[src/rtl/ir_ctl_pkg.sv]
// Package for the shared control of the short and long IR timers.
// Assumes a single 100 MHz system clock and a plain register port.
package ir_ctl_pkg;

   // ==========================================================
   // Register map
   localparam logic [11:0] COMMON_CTRL_ADDR = 12'hd01;
   localparam logic [11:0] TIMER_STATUS_ADDR = 12'hd40;
   localparam logic [7:0] COMMON_CTRL_RESET = 8'h00;

   // ==========================================================
   // Field positions of the common control register and the interrupt mask register
   localparam int MODE_BIT = 7;
   localparam int ROUTE_BIT = 6;
   localparam int FUNC_HI = 5;
   localparam int FUNC_LO = 4;
   localparam int SUB_HI = 3;
   localparam int SUB_LO = 2;
   localparam int INIT_SHORT_BIT = 1;
   localparam int INIT_LONG_BIT = 0;
   localparam int IMR_EXTERNAL_REQUEST_ONE_BIT = 2;

   // ==========================================================
   // Field encodings
   localparam logic [1:0] LOGIC_AND = 2'h0;
   localparam logic [1:0] LOGIC_OR = 2'h1;
   localparam logic [1:0] LOGIC_NOR = 2'h2;
   localparam logic [1:0] LOGIC_NAND = 2'h3;
   localparam logic [1:0] EDGE_FALL = 2'h0;
   localparam logic [1:0] EDGE_RISE = 2'h1;
   localparam logic [1:0] EDGE_BOTH = 2'h2;
   localparam logic [1:0] SUB_NORMAL = 2'h0;
   localparam logic [1:0] SUB_ALTERNATE = 2'h1;
   localparam logic [1:0] SUB_FORCE_LOW = 2'h2;
   localparam logic [1:0] SUB_FORCE_HIGH = 2'h3;
   localparam logic [1:0] FILT_NONE = 2'h0;
   localparam logic [1:0] FILT_SHORT = 2'h1;
   localparam logic [1:0] FILT_LONG = 2'h2;

   // ==========================================================
   // Glitch filter timing
   localparam int CLK_PERIOD_NS = 10;
   localparam int FILT_SHORT_CYC = 4;
   localparam int FILT_LONG_CYC = 8;
   localparam int FILT_CNT_W = 4;

   // ==========================================================
   // Carriers
   typedef struct packed {
      logic [11:0] addr;
      logic [7:0] wdata;
      logic wr;
      logic rd;
   } reg_req_s;

   typedef struct packed {
      logic rise;
      logic fall;
   } edge_ev_s;

endpackage : ir_ctl_pkg

[src/rtl/ir_glitch_filter.sv]
// Glitch filter for the demodulator input.
// Assumes the input is already synchronised to clk_i.
`timescale 1ns/1ps
`default_nettype none
module ir_glitch_filter (
   // Clock and reset
   input wire logic clk_i,
   input wire logic rst_n_i,
   // Input and settings
   input wire logic raw_i,
   input wire logic [1:0] filt_sel_i,
   // Filtered level
   output logic level_o
);
   import ir_ctl_pkg::*;

   logic cand_q, level_q;
   logic [FILT_CNT_W-1:0] cnt_q;
   logic [FILT_CNT_W-1:0] limit;

   // ==========================================================
   // Counted limit, one below the widest pulse rejected
   always_comb begin
      case (filt_sel_i)
         FILT_SHORT: limit = FILT_CNT_W'(FILT_SHORT_CYC - 1);
         FILT_LONG: limit = FILT_CNT_W'(FILT_LONG_CYC - 1);
         default: limit = '0;
      endcase
   end

   // Level accepted once stable beyond the limit
   always_ff @(posedge clk_i or negedge rst_n_i) begin
      if (!rst_n_i) begin
         cand_q <= 1'b0;
         cnt_q <= '0;
         level_q <= 1'b0;
      end else if (raw_i != cand_q) begin
         cand_q <= raw_i;
         cnt_q <= '0;
         if (limit == '0) begin
            level_q <= raw_i;
         end
      end else if (cnt_q < limit) begin
         cnt_q <= cnt_q + 1'b1;
      end else begin
         level_q <= cand_q;
      end
   end

   assign level_o = level_q;
endmodule : ir_glitch_filter
`default_nettype wire

[src/rtl/ir_edge_detect.sv]
// Edge detector on the filtered demodulator level.
// Assumes a level already in the clk_i domain.
`timescale 1ns/1ps
`default_nettype none
module ir_edge_detect (
   // Clock and reset
   input wire logic clk_i,
   input wire logic rst_n_i,
   // Level and polarity
   input wire logic level_i,
   input wire logic [1:0] edge_sel_i,
   // One-cycle edge pulses
   output ir_ctl_pkg::edge_ev_s ev_o
);
   import ir_ctl_pkg::*;

   logic prev_q;
   logic rise, fall;

   // Previous level
   always_ff @(posedge clk_i or negedge rst_n_i) begin
      if (!rst_n_i) begin
         prev_q <= 1'b0;
      end else begin
         prev_q <= level_i;
      end
   end

   assign rise = level_i & ~prev_q;
   assign fall = ~level_i & prev_q;

   // Polarity selection, reserved code detects nothing
   always_comb begin
      ev_o.rise = rise & ((edge_sel_i == EDGE_RISE) | (edge_sel_i == EDGE_BOTH));
      ev_o.fall = fall & ((edge_sel_i == EDGE_FALL) | (edge_sel_i == EDGE_BOTH));
   end
endmodule : ir_edge_detect
`default_nettype wire

[src/rtl/ir_timer_common_control.sv]
// Shared control of the short and long IR timers: output combining,
// submodes, demodulator input selection, filtering and edge flags.
// Assumes timer engines outside supply outputs and enable/count states.
//
// Overview of operation
// - Top bit picks transmit (0) or demodulation (1) for both timers.
// - Transmit: bit 6 routes combined timer output or port value to pin.
// - Demodulation: bit 6 picks port3 pin1 (0) or port2 pin0 (1) input.
// - Port3 pin1 source with mask bit set raises external request one.
// - Transmit: bits 5:4 choose AND, OR, NOR, NAND combining.
// - Combining field survives stop-mode recovery.
// - Demodulation: bits 5:4 choose falling, rising, both, reserved edges.
// - Submode 00 normal, 01 alternating; writing 00 ends alternating.
// - After a transmit write of 00/01, long output holds inverse of bit 0 until counting.
// - Demodulation: bits 3:2 set no filter, 4 or 8 cycle rejection.
// - Bit 1 sets short initial level; opposite is driven while disabled.
// - Demodulation: bits 1/0 set on rise/fall, cleared by writing 1.
`timescale 1ns/1ps
`default_nettype none
module ir_timer_common_control (
   // Clock and reset
   input wire logic clk_i,
   input wire logic rst_n_i,
   input wire logic stop_recovery_i,
   // Register port
   input wire ir_ctl_pkg::reg_req_s req_i,
   output logic [7:0] rdata_o,
   // Timer engine side
   input wire logic short_timer_output_i,
   input wire logic long_timer_output_i,
   input wire logic short_timer_enabled_i,
   input wire logic long_timer_counting_i,
   // Pins and interrupt
   input wire logic port3_pin6_data_i,
   input wire logic port3_pin1_input_i,
   input wire logic port2_pin0_input_i,
   input wire logic [7:0] interrupt_mask_register_i,
   output logic port3_pin6_output_o,
   output logic short_timer_output_o,
   output logic long_timer_output_o,
   output logic alternating_submode_o,
   output logic demod_mode_o,
   output logic demod_rise_o,
   output logic demod_fall_o,
   output logic external_request_one_o
);
   import ir_ctl_pkg::*;

   logic mode_q, route_q;
   logic [1:0] func_q, sub_q;
   logic init_short_q, init_long_q;
   logic rise_flag_q, fall_flag_q;
   logic long_hold_q;
   logic p31_s1_q, p31_s2_q, p31_prev_q;
   logic p20_s1_q, p20_s2_q;
   logic p31_event;
   logic demod_src;
   logic filt_level;
   edge_ev_s ev;
   logic ctrl_wr, ctrl_rd;
   logic stat_rd;
   logic [7:0] ctrl_view;
   logic [7:0] rdata_q;
   logic pin_q, short_q, long_q, alt_q, rise_q, fall_q, irq_q, mode_out_q;
   logic short_eff, long_eff;

   // Two-input combiner by field code
   // Codes follow the combining field directly
   function automatic logic combine(input logic [1:0] f, input logic a, input logic b);
      case (f)
         LOGIC_AND: combine = a & b;
         LOGIC_OR: combine = a | b;
         LOGIC_NOR: combine = ~(a | b);
         default: combine = ~(a & b);
      endcase
   endfunction

   // Strobe qualified by one register address
   function automatic logic addr_hit(input logic strobe, input logic [11:0] a,
                                     input logic [11:0] target);
      addr_hit = strobe && (a == target);
   endfunction

   // Decoded register accesses
   assign ctrl_wr = addr_hit(req_i.wr, req_i.addr, COMMON_CTRL_ADDR);
   assign ctrl_rd = addr_hit(req_i.rd, req_i.addr, COMMON_CTRL_ADDR);
   assign stat_rd = addr_hit(req_i.rd, req_i.addr, TIMER_STATUS_ADDR);

   // ==========================================================
   // Control register
   // Mode, route, submode and initial level storage
   // Stop recovery clears all but the combining field
   always_ff @(posedge clk_i or negedge rst_n_i) begin
      if (!rst_n_i) begin
         mode_q <= COMMON_CTRL_RESET[MODE_BIT];
         route_q <= COMMON_CTRL_RESET[ROUTE_BIT];
         sub_q <= COMMON_CTRL_RESET[SUB_HI:SUB_LO];
         init_short_q <= COMMON_CTRL_RESET[INIT_SHORT_BIT];
         init_long_q <= COMMON_CTRL_RESET[INIT_LONG_BIT];
      end else if (stop_recovery_i) begin
         mode_q <= COMMON_CTRL_RESET[MODE_BIT];
         route_q <= COMMON_CTRL_RESET[ROUTE_BIT];
         sub_q <= COMMON_CTRL_RESET[SUB_HI:SUB_LO];
         init_short_q <= COMMON_CTRL_RESET[INIT_SHORT_BIT];
         init_long_q <= COMMON_CTRL_RESET[INIT_LONG_BIT];
      end else if (ctrl_wr) begin
         mode_q <= req_i.wdata[MODE_BIT];
         route_q <= req_i.wdata[ROUTE_BIT];
         sub_q <= req_i.wdata[SUB_HI:SUB_LO];
         init_short_q <= req_i.wdata[INIT_SHORT_BIT];
         init_long_q <= req_i.wdata[INIT_LONG_BIT];
      end
   end

   always_ff @(posedge clk_i or negedge rst_n_i) begin
      if (!rst_n_i) begin
         func_q <= COMMON_CTRL_RESET[FUNC_HI:FUNC_LO];
      end else if (ctrl_wr) begin
         func_q <= req_i.wdata[FUNC_HI:FUNC_LO];
      end
   end

   // ==========================================================
   // Demodulator input path
   // Source selection between the synchronised pins
   assign demod_src = route_q ? p20_s2_q : p31_s2_q;

   // Glitch filter on the selected level
   ir_glitch_filter u_filter (
      .clk_i(clk_i),
      .rst_n_i(rst_n_i),
      .raw_i(demod_src),
      .filt_sel_i(sub_q),
      .level_o(filt_level)
   );

   ir_edge_detect u_edge (
      .clk_i(clk_i),
      .rst_n_i(rst_n_i),
      .level_i(filt_level),
      .edge_sel_i(func_q),
      .ev_o(ev)
   );

   // Edge flags, set wins over write-one clear
   // Leaving demodulation drops stale flags, so a
   // later return starts with both flags clear
   always_ff @(posedge clk_i or negedge rst_n_i) begin
      if (!rst_n_i) begin
         rise_flag_q <= 1'b0;
         fall_flag_q <= 1'b0;
      end else if (!mode_q || stop_recovery_i) begin
         rise_flag_q <= 1'b0;
         fall_flag_q <= 1'b0;
      end else begin
         if (ev.rise) begin
            rise_flag_q <= 1'b1;
         end else if (ctrl_wr && req_i.wdata[INIT_SHORT_BIT]) begin
            rise_flag_q <= 1'b0;
         end
         if (ev.fall) begin
            fall_flag_q <= 1'b1;
         end else if (ctrl_wr && req_i.wdata[INIT_LONG_BIT]) begin
            fall_flag_q <= 1'b0;
         end
      end
   end

   // Port3 pin1 synchroniser, demodulator and request paths
   // Raw pins reach only a first flop, so the source mux,
   // filter and request logic never see a metastable level
   always_ff @(posedge clk_i or negedge rst_n_i) begin
      if (!rst_n_i) begin
         p31_s1_q <= 1'b0;
         p31_s2_q <= 1'b0;
         p31_prev_q <= 1'b0;
      end else begin
         p31_s1_q <= port3_pin1_input_i;
         p31_s2_q <= p31_s1_q;
         p31_prev_q <= p31_s2_q;
      end
   end

   // Port2 pin0 synchroniser for the demodulator source
   always_ff @(posedge clk_i or negedge rst_n_i) begin
      if (!rst_n_i) begin
         p20_s1_q <= 1'b0;
         p20_s2_q <= 1'b0;
      end else begin
         p20_s1_q <= port2_pin0_input_i;
         p20_s2_q <= p20_s1_q;
      end
   end

   // One-cycle change on the synchronised port3 pin1
   assign p31_event = p31_s2_q != p31_prev_q;

   // ==========================================================
   // Transmit path
   // Long output held until counting starts
   // A transmit-mode write of submode 00 or 01 re-arms the hold; software
   // keeps the long timer stopped while it changes submode
   always_ff @(posedge clk_i or negedge rst_n_i) begin
      if (!rst_n_i) begin
         long_hold_q <= 1'b1;
      end else if (ctrl_wr && !req_i.wdata[MODE_BIT] && !req_i.wdata[SUB_HI]) begin
         long_hold_q <= 1'b1;
      end else if (long_timer_counting_i) begin
         long_hold_q <= 1'b0;
      end
   end

   // Short output idles opposite its initial level
   // The opposite level makes enabling give a transition
   assign short_eff = short_timer_enabled_i ? short_timer_output_i : ~init_short_q;

   // Forced levels, held inverse
   // Forcing overrides both the hold and the counting output
   always_comb begin
      case (sub_q)
         SUB_FORCE_LOW: long_eff = 1'b0;
         SUB_FORCE_HIGH: long_eff = 1'b1;
         default: long_eff = long_hold_q ? ~init_long_q : long_timer_output_i;
      endcase
   end

   // ==========================================================
   // Registered outputs
   // Timer outputs idle low in demodulation so that no
   // stray carrier leaves through them
   always_ff @(posedge clk_i or negedge rst_n_i) begin
      if (!rst_n_i) begin
         pin_q <= 1'b0;
         short_q <= 1'b0;
         long_q <= 1'b0;
         alt_q <= 1'b0;
         mode_out_q <= 1'b0;
      end else begin
         if (!mode_q && route_q) begin
            pin_q <= combine(func_q, short_eff, long_eff);
         end else begin
            pin_q <= port3_pin6_data_i;
         end
         short_q <= mode_q ? 1'b0 : short_eff;
         long_q <= mode_q ? 1'b0 : long_eff;
         // Alternating active only on submode 01
         alt_q <= !mode_q && (sub_q == SUB_ALTERNATE);
         mode_out_q <= mode_q;
      end
   end

   // Edge flags and interrupt request
   always_ff @(posedge clk_i or negedge rst_n_i) begin
      if (!rst_n_i) begin
         rise_q <= 1'b0;
         fall_q <= 1'b0;
         irq_q <= 1'b0;
      end else begin
         rise_q <= rise_flag_q;
         fall_q <= fall_flag_q;
         // Pin event raises external request one
         // Any change of the synchronised pin is one event
         irq_q <= mode_q && !route_q && interrupt_mask_register_i[IMR_EXTERNAL_REQUEST_ONE_BIT]
                  && p31_event;
      end
   end

   // ==========================================================
   // Read path
   // Bits 1:0 carry the flags in demodulation, which hides
   // the stored initial levels until transmit mode returns
   always_comb begin
      ctrl_view = {mode_q, route_q, func_q, sub_q, init_short_q, init_long_q};
      if (mode_q) begin
         ctrl_view[INIT_SHORT_BIT] = rise_flag_q;
         ctrl_view[INIT_LONG_BIT] = fall_flag_q;
      end
   end

   // Read data one cycle after strobe, zero elsewhere
   always_ff @(posedge clk_i or negedge rst_n_i) begin
      if (!rst_n_i) begin
         rdata_q <= 8'h00;
      end else if (ctrl_rd) begin
         rdata_q <= ctrl_view;
      end else if (stat_rd) begin
         rdata_q <= {5'h00, filt_level, long_hold_q, alt_q};
      end else begin
         rdata_q <= 8'h00;
      end
   end

   assign rdata_o = rdata_q;
   assign port3_pin6_output_o = pin_q;
   assign short_timer_output_o = short_q;
   assign long_timer_output_o = long_q;
   assign alternating_submode_o = alt_q;
   assign demod_mode_o = mode_out_q;
   assign demod_rise_o = rise_q;
   assign demod_fall_o = fall_q;
   assign external_request_one_o = irq_q;
endmodule : ir_timer_common_control
`default_nettype wire

[config.mk]
export PLATFORM = sky130hd
export DESIGN_NAME = ir_timer_common_control
export DESIGN_NICKNAME = d
export VERILOG_FILES = /design/src/rtl/ir_ctl_pkg.sv /design/src/rtl/ir_glitch_filter.sv /design/src/rtl/ir_edge_detect.sv /design/src/rtl/ir_timer_common_control.sv
export SDC_FILE = /design/constraint.sdc
export NUM_CORES = 1
export LEC_CHECK = 0
export ABC_CLOCK_PERIOD_IN_PS = 2100
export BUFFER_PORTS_ARGS = -buffer_cell sky130_fd_sc_hd__buf_4
export CORE_ASPECT_RATIO = 2
export CORE_MARGIN = 1
export CORE_UTILIZATION = 50
export DETAILED_ROUTE_END_ITERATION = 8
export PLACE_DENSITY = 0.76
export SYNTH_ARGS = -nofsm -noshare
export SYNTH_HDL_FRONTEND = slang
export SYNTH_SLANG_ARGS = --single-unit
[constraint.sdc]
create_clock -name clk_i -period 2.1 [get_ports clk_i]
set_input_delay 0.42 -clock clk_i [delete_from_list [all_inputs] [get_ports clk_i]]
set_output_delay 0.42 -clock clk_i [all_outputs]
set_load 0.005 [all_outputs]
After elaboration in Yosys (flattened, before gate mapping)
Index checks and enable logic that the tools add are counted.

operators by class
  add/sub/neg operators = 1
  multiply operators = 0
  divide/modulo/power cells = 0
  $lt $le $gt $ge = 1
  equal/unequal tests = 11
  shift operators = 0
  muxes and demuxes = 35
  bitwise gates (word level) = 14
  reduce and logical (&&, ||, !) cells = 25

operator list
  cell                    count
  $mux W1                 25
  $eq A12 B12 Y1 const B  2
  $logic_and A1 B1 Y1     12
  $mux W4                 2
  $mux W8                 1
  $eq A2 B2 Y1 const B    3
  $mux W2                 3
  $not A1 Y1              6
  $pmux W3 S2             1
  $reduce_bool A2 Y1      3
  $reduce_bool A3 Y1      2
  $and A1 B1 Y1           5
  $add A4 B1 Y4 const B   1
  $eq A2 B1 Y1 const B    2
  $logic_not A1 Y1        4
  $logic_not A4 Y1        1
  $lt A4 B3 Y1            1
  $mux W3                 1
  $or A1 B1 Y1            3
  $pmux W1 S3             1
  $logic_not A2 Y1        1
  $ne A1 B1 Y1            2
  $ne A2 B1 Y1 const B    1
  $ne A2 B2 Y1 const B    1
  other kinds (3)         3

word-level totals
  register bits = 39
  bits in latches = 0
  RAM bits = 0
  ROM bits = 0
  input port bits = 40
  output and inout bits = 16
  word-level logic and storage cells = 114
  memories kept = 0

Depth between registers and ports, before layout
Gate-level depths: netlist of the first run.

  word-level depth = 7
  mapped depth = 8
  mapped depth without buffers = 8

Cells and area by module
A second synthesis of the first run with hierarchy kept.

second synthesis, totals
  cell total of the unflattened synthesis = 151
  area total of the unflattened synthesis = 1,773.0 um^2

by module, submodules not included
  module                   instances  cells an instance  area an instance (um^2)  sequential area each (um^2)
  ir_timer_common_control  1          101                1,283.7                  802.0
  ir_glitch_filter         1          42                 406.6                    150.1
  ir_edge_detect           1          8                  82.6                     25.0

Worst setup path after synthesis of the first run
OpenSTA, ideal clock, no wires.

  path type = register to register
  from = register sub_q[0]
  to = register u_filter.cnt_q[0]
  arrival = 1.776 ns
  data required time = 2.021 ns
  setup slack = 0.244 ns
  cell stages (with the launch flop) = 8
  path through = dfrtp_1 > inv_1 > ha_1 > ha_1 > o21a_1 > o21a_1 > nor3_1 > mux2i_1

on the way
  longest elaborated chain between the ends = 4

RTL lines
  item                                                 line                            text
  start: declaration                                   ir_timer_common_control.sv:50   logic [1:0] func_q, sub_q;
  start signal: assignment                             ir_timer_common_control.sv:97   sub_q <= COMMON_CTRL_RESET[SUB_HI:SUB_LO];
  start signal: assignment                             ir_timer_common_control.sv:103  sub_q <= COMMON_CTRL_RESET[SUB_HI:SUB_LO];
  start signal: assignment                             ir_timer_common_control.sv:109  sub_q <= req_i.wdata[SUB_HI:SUB_LO];
  $eq A2 B2 Y1 / $eq A2 B1 Y1 (equally long branches)  ir_glitch_filter.sv:24          case (filt_sel_i)
  $pmux W3 S2 *                                        ir_glitch_filter.sv:24
  $lt A4 B3 Y1 *                                       ir_glitch_filter.sv:43          end else if (cnt_q < limit) begin
  $reduce_bool A2 Y1 (no line) *                       -
  end signal: assignment                               ir_glitch_filter.sv:44          cnt_q <= cnt_q + 1'b1;
  end: declaration                                     ir_glitch_filter.sv:18          logic [FILT_CNT_W-1:0] cnt_q;

Every way passes the cells marked *; elsewhere a longest branch is shown, timed or not.
A chain may end at the register's enable or synchronous reset.

Final worst setup path of the first run
  from = register sub_q[0]
  to = register u_filter.cnt_q[2]

The elaborated chain is that of the path after synthesis.

==> reports/metrics.yaml, run 1 <==
root_buffer: "clkbuf_8"
hold_viol_final: 0
synth_cell_types: 38
fp.dieH_um: 86.4
syn-cell-area_um2: 1780
io_buffer_count: 48
routed_wl_mm: 3.91
place_ws_ps: 72.8
cpPeakStageDelay_ps: 420
clkTransAtPathRegs_ps: 80
placed_area_um2: 2190
cts_sinks: 39
vias_per_cell: 5.62
crit_arrival_ps: 2180
clk_path_buf_depth: 2
setup_viol: 0
worst_skew_pair.late_latency_ps: 290
wl_met2_mm: 2.29
vias: 1343
crit_path_top_delay_cell: "dfrtp_1"
wl_per_cell_um: 16.4
syn_inst: 152
grt_usage_pct: 22.7
setup_ws_ps: 142
syn_area_per_cell_um2: 11.7
ir_drop_v: 0.000607
drv_cap: 0
crit_buf_inv: 1
yosys-top-cells-count: "dfrtp_1 (38), ha_1 (11), nand2_1 (11), nor2_1 (11), mux2i_1 (9)"
fin_skew_ps: 9.30
final.setup.tns_ps: 0
hold_path.class: "in -> async"
rows: 30
regArea_um2: 977
synthArstFlopShare_pct: 100
grt_max_degree: 40
yosysTopAreaCellShare_pct: 53.4
dpl.hpwl_mm: 2.90
finalNetCount: 257
antenna_cells: 0
io_pins: 56
start_util_pct: 52.7
rsz0062_at_grt: "no"
cts_tree: "built"
grt.overflow.total: 0
netlist_top_cells_area: "dfrtp_1 (53%), ha_1 (7.7%), mux2i_1 (5.1%), nand2_1 (2.3%), nor2_1 (2.3%)"
worstPathRequired_ps: 2320
cp_top_family: "adder cells"
core_um2: 3380
clock.fmax_mhz: 511
ys.flop_type: "dfrtp_1"
timing.slew.headroom_pct: 66.3
grt_pass1_vias: 1502
dr.pass1.iters: 6
ctsHtreeMaxLevel: 2
synth_edf_count: 0
drcViolationCount: 6
path_class: "reg -> reg"
worstSetupEndpointType: "flop"
worst_pin_slew_ps: 506
multi_input_area_um2: 752
outcome: "finished, violations left"
p_leak_nw: 1.15
path_max_fanout: 5
violations: "design-rule violations"
ys_ff_latch: 39
syn_to_final_growth_pct: 30.0
utilization_pct: 68.4
slew_violations: 0
detail-route-antenna-nets: 0
post-place-cells: 231
die_w_um: 44.2
fin_crit_ps: 1960
met1_length_mm: 1.31
routed.top_layer: "met4"
synth_top_area_cell: "dfrtp_1"
yosysMostFrequentCell: "dfrtp_1"
wl_met3_um: 152
yosysWarnings: 0
die_area_um2: 3820
final_cells: 239
period_share_pct: 93.2
first_iter_violations: 40
power.density_nw_per_um2: 707
nFillCells: 261
antenna_found_initial: 0
synthesis.nets: 203
cp_cell_sequence: "inv_1 > ha_1 > ha_1 > o21a_1 > o21a_1 > and3b_1 > mux2i_1"
stdcell_area_um2: 2310
gp_congestion: 0.844
ys_seq_area_share_pct: 54.9
post_cts_buffers: 0
grt_first_pass_wirelength_mm: 6.28
numCtsBuffers: 5
drive_gt1_share_pct: 32.9
critPathLaunchType: "flop"
==> cell families (layout without fill, tap and decap cells) <==
kind of cell,count (synthesis),after routing,share of synthesized area [%]
simple gates,54,54,17.7
flops,39,39,54.9
compound gates,23,23,9.07
mux,12,12,6.96
buf+inv,12,67,3.09
fa+ha+maj,11,11,7.74
xor+xnor,1,1,0.492
==> stage by stage <==
stage,hold WS [ps],power [mW]
detailed placement,340,1.00
global route,116,1.70
floorplan,124,0.907
finish,85.3,1.63
global placement,336,0.991
CTS,90.8,1.65
==> cells in the final DEF, fill, tap and decap left out, drive strengths merged, types with 2 or more instances in the layout <==
cell	synthesis	final
dfrtp	38	38
and2	5	5
o21ai	4	4
clkbuf	2	6
mux2i	9	9
o21a	4	4
and4b	2	2
mux2	3	3
inv	8	8
nor2	11	11
a31oi	3	3
a22o	3	3
nand2	11	11
ha	11	11
nor2b	6	6
nor3	4	4
a21oi	3	3
buf	2	51
nand2b	6	6
==> area by class of cell <==
class | count | area share (%)
multi-input cells | 101 | 32.5
well taps | 32 | 1.73
clock buffers | 6 | 3.57
inverters | 8 | 1.30
flip-flops and latches | 39 | 42.3
repair buffers | 51 | 17.1
clock inverters | 2 | 1.52
==> registers in the layout, indices dropped and copies added (netlist names), 2 cells and up <==
| signal | count |
|---|---|
| sub_q | 2 |
| rdata_o | 8 |
| func_q | 2 |
| u_filter.cnt_q | 4 |
==> what timing repair did <==
action,in CTS,in global routing
hold buffers,0,0
endpoints found under the setup margin,0,2
resized for setup,0,1
==> layer usage <==
layer  GRT usage, %  vias up
li1               -      629
met5              0        -
met4           14.9        0
met1           19.3      657
met2           43.4       42
met3           4.38       15
==> power by group <==
part,switching [mW],total [mW],internal [mW]
sequential,0.0191,0.804,0.784
combinational,0.101,0.186,0.0854
clock,0.260,0.645,0.384
total,0.380,1.63,1.25
==> path summary, 6_finish.rpt <==
kind | slack (ps) | depth (start not counted) | from | end
setup / recovery | 140 | 7 | sub_q[0] | u_filter.cnt_q[2]
hold / removal | 90 | 1 | rst_n_i | rdata_o[7]
setup reg to reg | 140 | 7 | sub_q[0] | u_filter.cnt_q[2]
hold reg to reg | 350 | 0 | p20_s1_q | p20_s2_q
max in group asynchronous | 1640 | 1 | rst_n_i | long_hold_q
min in group clk_i | 240 | 1 | port3_pin1_input_i | p31_s1_q
Note: power is estimated with default switching activity, not from simulation.
==> run 2, diff against run 1 <==
- ABC_AREA: default -> 1
- CORE_UTILIZATION: 50 -> 51
- PLACE_DENSITY: 0.76 -> 0.77
==> run 2 against run 1 <==
  * The flow now finishes without violations
  * Worst hold slack worse by 13 ps
  * Design area rose by 3.9%
  * Sequential share of layout area is 1.6 points lower
  * Combinational power up 32%
  * Sequential power up 3.7%
  * Clock skew rose by 0.52 ps
  * Critical path depth is 4 higher
  * Final cell count rose by 33%
  * Critical endpoint is now u_filter.level_o
==> reports/metrics.yaml, run 2 <==
start_util_pct: 54.2  # was 52.7%
synth_top_area_cell: "dfrtp_1"  # unchanged
fin_crit_ps: 1850  # was 1960 ps
detail-route-antenna-nets: 0  # unchanged
utilization_pct: 69.6  # was 68.4%
synthMuxAreaShare_pct: 0  # was 6.96%
grt.overflow.total: 0  # unchanged
rows: 30  # unchanged
p_leak_nw: 1.28  # was 1.15 nW
ys_ff_latch: 39  # unchanged
synth_cell_types: 24  # was 38
final.setup.tns_ps: 0  # unchanged
cpPeakStageDelay_ps: 410  # was 420 ps
worst_skew_pair.late_latency_ps: 300  # was 290 ps
dpl.hpwl_mm: 2.98  # was 2.90 mm
first_iter_violations: 39  # was 40
slew_violations: 0  # unchanged
critPathLaunchType: "flop"  # unchanged
worstSetupEndpointType: "flop"  # unchanged
synth_xor_area_share_pct: 0.935  # was 0.492%
drv_cap: 0  # unchanged
path_class: "reg -> reg"  # unchanged
yosys-top-cells-count: "nand2_1 (54), dfrtp_1 (38), inv_1 (29)"  # was dfrtp_1 (38), ha_1 (11), nand2_1 (11), nor2_1 (11), mux2i_1 (9)
path_common_cell: "nand2_1"
synth_top_family_by_area: "simple AND/OR/NAND/NOR gates"  # unchanged
drive_gt1_share_pct: 24.4  # was 32.9%
synth_adder_area_share_pct: 7.35  # was 7.74%
worst_pin_slew_ps: 517  # was 506 ps
ys.flop_type: "dfrtp_1"  # unchanged
die_area_um2: 3930  # was 3820 um^2
wl_per_cell_um: 11.9  # was 16.4 um
syn-cell-area_um2: 1870  # was 1780 um^2
timing.slew.headroom_pct: 65.2  # was 66.3%
clkTransAtPathRegs_ps: 80  # about the same
synth_edf_count: 0  # unchanged
core_um2: 3450  # was 3380 um^2
io_pins: 56  # unchanged
layout_common_cells: "nand2_1 (54), buf_4 (48), dfrtp_1 (38)"  # was buf_4 (50), dfrtp_1 (38), nand2_1 (11), nor2_1 (11), ha_1 (11)
cts_sinks: 39  # unchanged
gp_congestion: 0.837  # was 0.844
setup_viol: 0  # unchanged
postCtsHoldBufs: 0  # unchanged
io_buffer_count: 48  # unchanged
outcome: "complete, no violations"  # was finished, violations left
synthSimpleGateAreaFrac_pct: 29.2  # was 17.7%
grt.met3_usage_pct: 5.98  # was 4.38%
use_met2_pct: 41.6  # was 43.4%
drcViolationCount: 0  # was 6
rsz0062_at_grt: "no"  # unchanged
dr.pass1.iters: 3  # was 6
yosysWarnings: 0  # unchanged
antenna_found_initial: 0  # unchanged
crit_path_top_delay_cell: "dfrtp_1"  # unchanged
crit_arrival_ps: 2040  # was 2180 ps
routed_wl_mm: 3.80  # was 3.91 mm
setup_ws_ps: 252  # was 142 ps
path_max_fanout: 5  # unchanged
ir_drop_v: 0.000663  # was 0.000607 V
synthesis.nets: 266  # was 203
synth-compound-area-share_pct: 4.14  # was 9.07%
power.density_nw_per_um2: 709  # was 707 nW/um^2
grt.busiest_layer: "met2"  # unchanged
grt_use_met1_pct: 22.4  # was 19.3%
root_buffer: "clkbuf_8"  # unchanged
synthArstFlopShare_pct: 100  # unchanged
numCtsBuffers: 5  # unchanged
clk_path_buf_depth: 2  # unchanged
fin_skew_ps: 9.82  # was 9.30 ps
ctsHtreeMaxLevel: 2  # unchanged
holdWs_ps: 72.7  # was 85.3 ps
cp_cell_sequence: "inv_1 > ha_1 > ha_1 > o21ai_0 > nand2_1 > nand3_1 > nand2_1 > nand2_1 > nand2_1 > nand2_1 > nand2_1"  # was inv_1 > ha_1 > ha_1 > o21a_1 > o21a_1 > and3b_1 > mux2i_1
largest_reg_flops: 8  # unchanged
cts_tree: "built"  # unchanged
cts_resized: 0  # unchanged
vias: 1541  # was 1343
syn_to_final_growth_pct: 28.3  # was 30.0%
grt_pass1_vias: 1562  # was 1502
yosysMostFrequentCell: "nand2_1"  # was dfrtp_1
netlist_top_cells_area: "dfrtp_1 (51%), nand2_1 (11%), ha_1 (7.3%), nand3_1 (6.9%), inv_1 (5.8%)"  # was dfrtp_1 (53%), ha_1 (7.7%), mux2i_1 (5.1%), nand2_1 (2.3%), nor2_1 (2.3%)
place_ws_ps: 265  # was 72.8 ps
period_share_pct: 88.0  # was 93.2%
syn_area_per_cell_um2: 8.71  # was 11.7 um^2
grt_max_degree: 40  # unchanged
post_cts_buffers: 0  # unchanged
final_common_cell: "nand2_1"  # was buf_4
yosysTopAreaCellShare_pct: 50.8  # was 53.4%
antenna_cells: 0  # unchanged
clock.fmax_mhz: 541  # was 511 MHz
ys_seq_area_share_pct: 52.2  # was 54.9%
hold_viol_final: 0  # unchanged
fp.dieH_um: 87.7  # was 86.4 um
hold_path.class: "in -> async"  # unchanged
post-place-cells: 310  # was 231
finalNetCount: 320  # was 257
final_cells: 318  # was 239
die_w_um: 44.9  # was 44.2 um
grt_first_pass_wirelength_mm: 6.56  # was 6.28 mm
syn_inst: 215  # was 152
grt_usage_pct: 23.5  # was 22.7%
vias_per_cell: 4.85  # was 5.62
worstPathRequired_ps: 2290  # was 2320 ps
[run 2: cell count changes after synthesis, moves of 4 or more]
cell and delta:
nand2_1 +43, nand3_1 +25, inv_1 +21, mux2i_1 -9
nand4_1 +7, nor2_1 +7, nand2b_1 -6, nor2b_1 -6
and2_1 -5, o21ai_0 +5, o21a_1 -4
[run 2: worst paths after layout]
check,slack [ps],from,cells after the start,to
setup / recovery,250,sub_q[0],11,u_filter.level_o
hold / removal,70,rst_n_i,1,rise_flag_q
setup reg to reg,250,sub_q[0],11,u_filter.level_o
hold reg to reg,360,p20_s1_q,0,p20_s2_q
max in group asynchronous,1660,rst_n_i,1,long_hold_q
min in group clk_i,210,port2_pin0_input_i,1,p20_s1_q
[run 2: through the flow]
stage | cell area [um^2] | total power [mW]
floorplan | 1870 | 0.977
global placement | 2290 | 1.09
detailed placement | 2290 | 1.10
CTS | 2400 | 1.72
global route | 2400 | 1.78
finish | 2400 | 1.70
[run 2: layout make-up]
class                           instances  area, um^2
Multi-Input combinational cell        145         779
Tap cell                               48        60.1
Inverter                               30         113
Timing Repair Buffer                   48         360
Clock inverter                          3        43.8
Clock buffer                            5        68.8
Fill cell                             310        1050
Sequential cell                        39         977
[run 2: kinds of logic after synthesis]
group,Yosys count
simple gates,117
buf+inv,31
fa+ha+maj,11
flops,39
xor+xnor,2
compound gates,15
[run 2: worst max-delay path, delay by kind of cell (launching register included)]
kind | cells | cell delay [ps]
and+or+nand+nor | 7 | 570
buffers and inverters | 1 | 90
adders and majority gates | 2 | 600
DFF | 1 | 410
AOI/OAI and AO/OA | 1 | 70
[run 2: per-layer routing]
layer  part of all wire, %  vias up
li1                      -      796
met1                    35      694
met2                    56       37
met3                   3.7       14
met4                   5.7        0
met5                     0        -
[run 2: where the power goes]
part / switching [mW] / internal (mW) / leakage (nW) / total [mW]
sequential: 0.0373 / 0.797 / 0.504 / 0.834
combinational: 0.144 / 0.101 / 0.715 / 0.245
clock: 0.270 / 0.353 / 0.0581 / 0.623
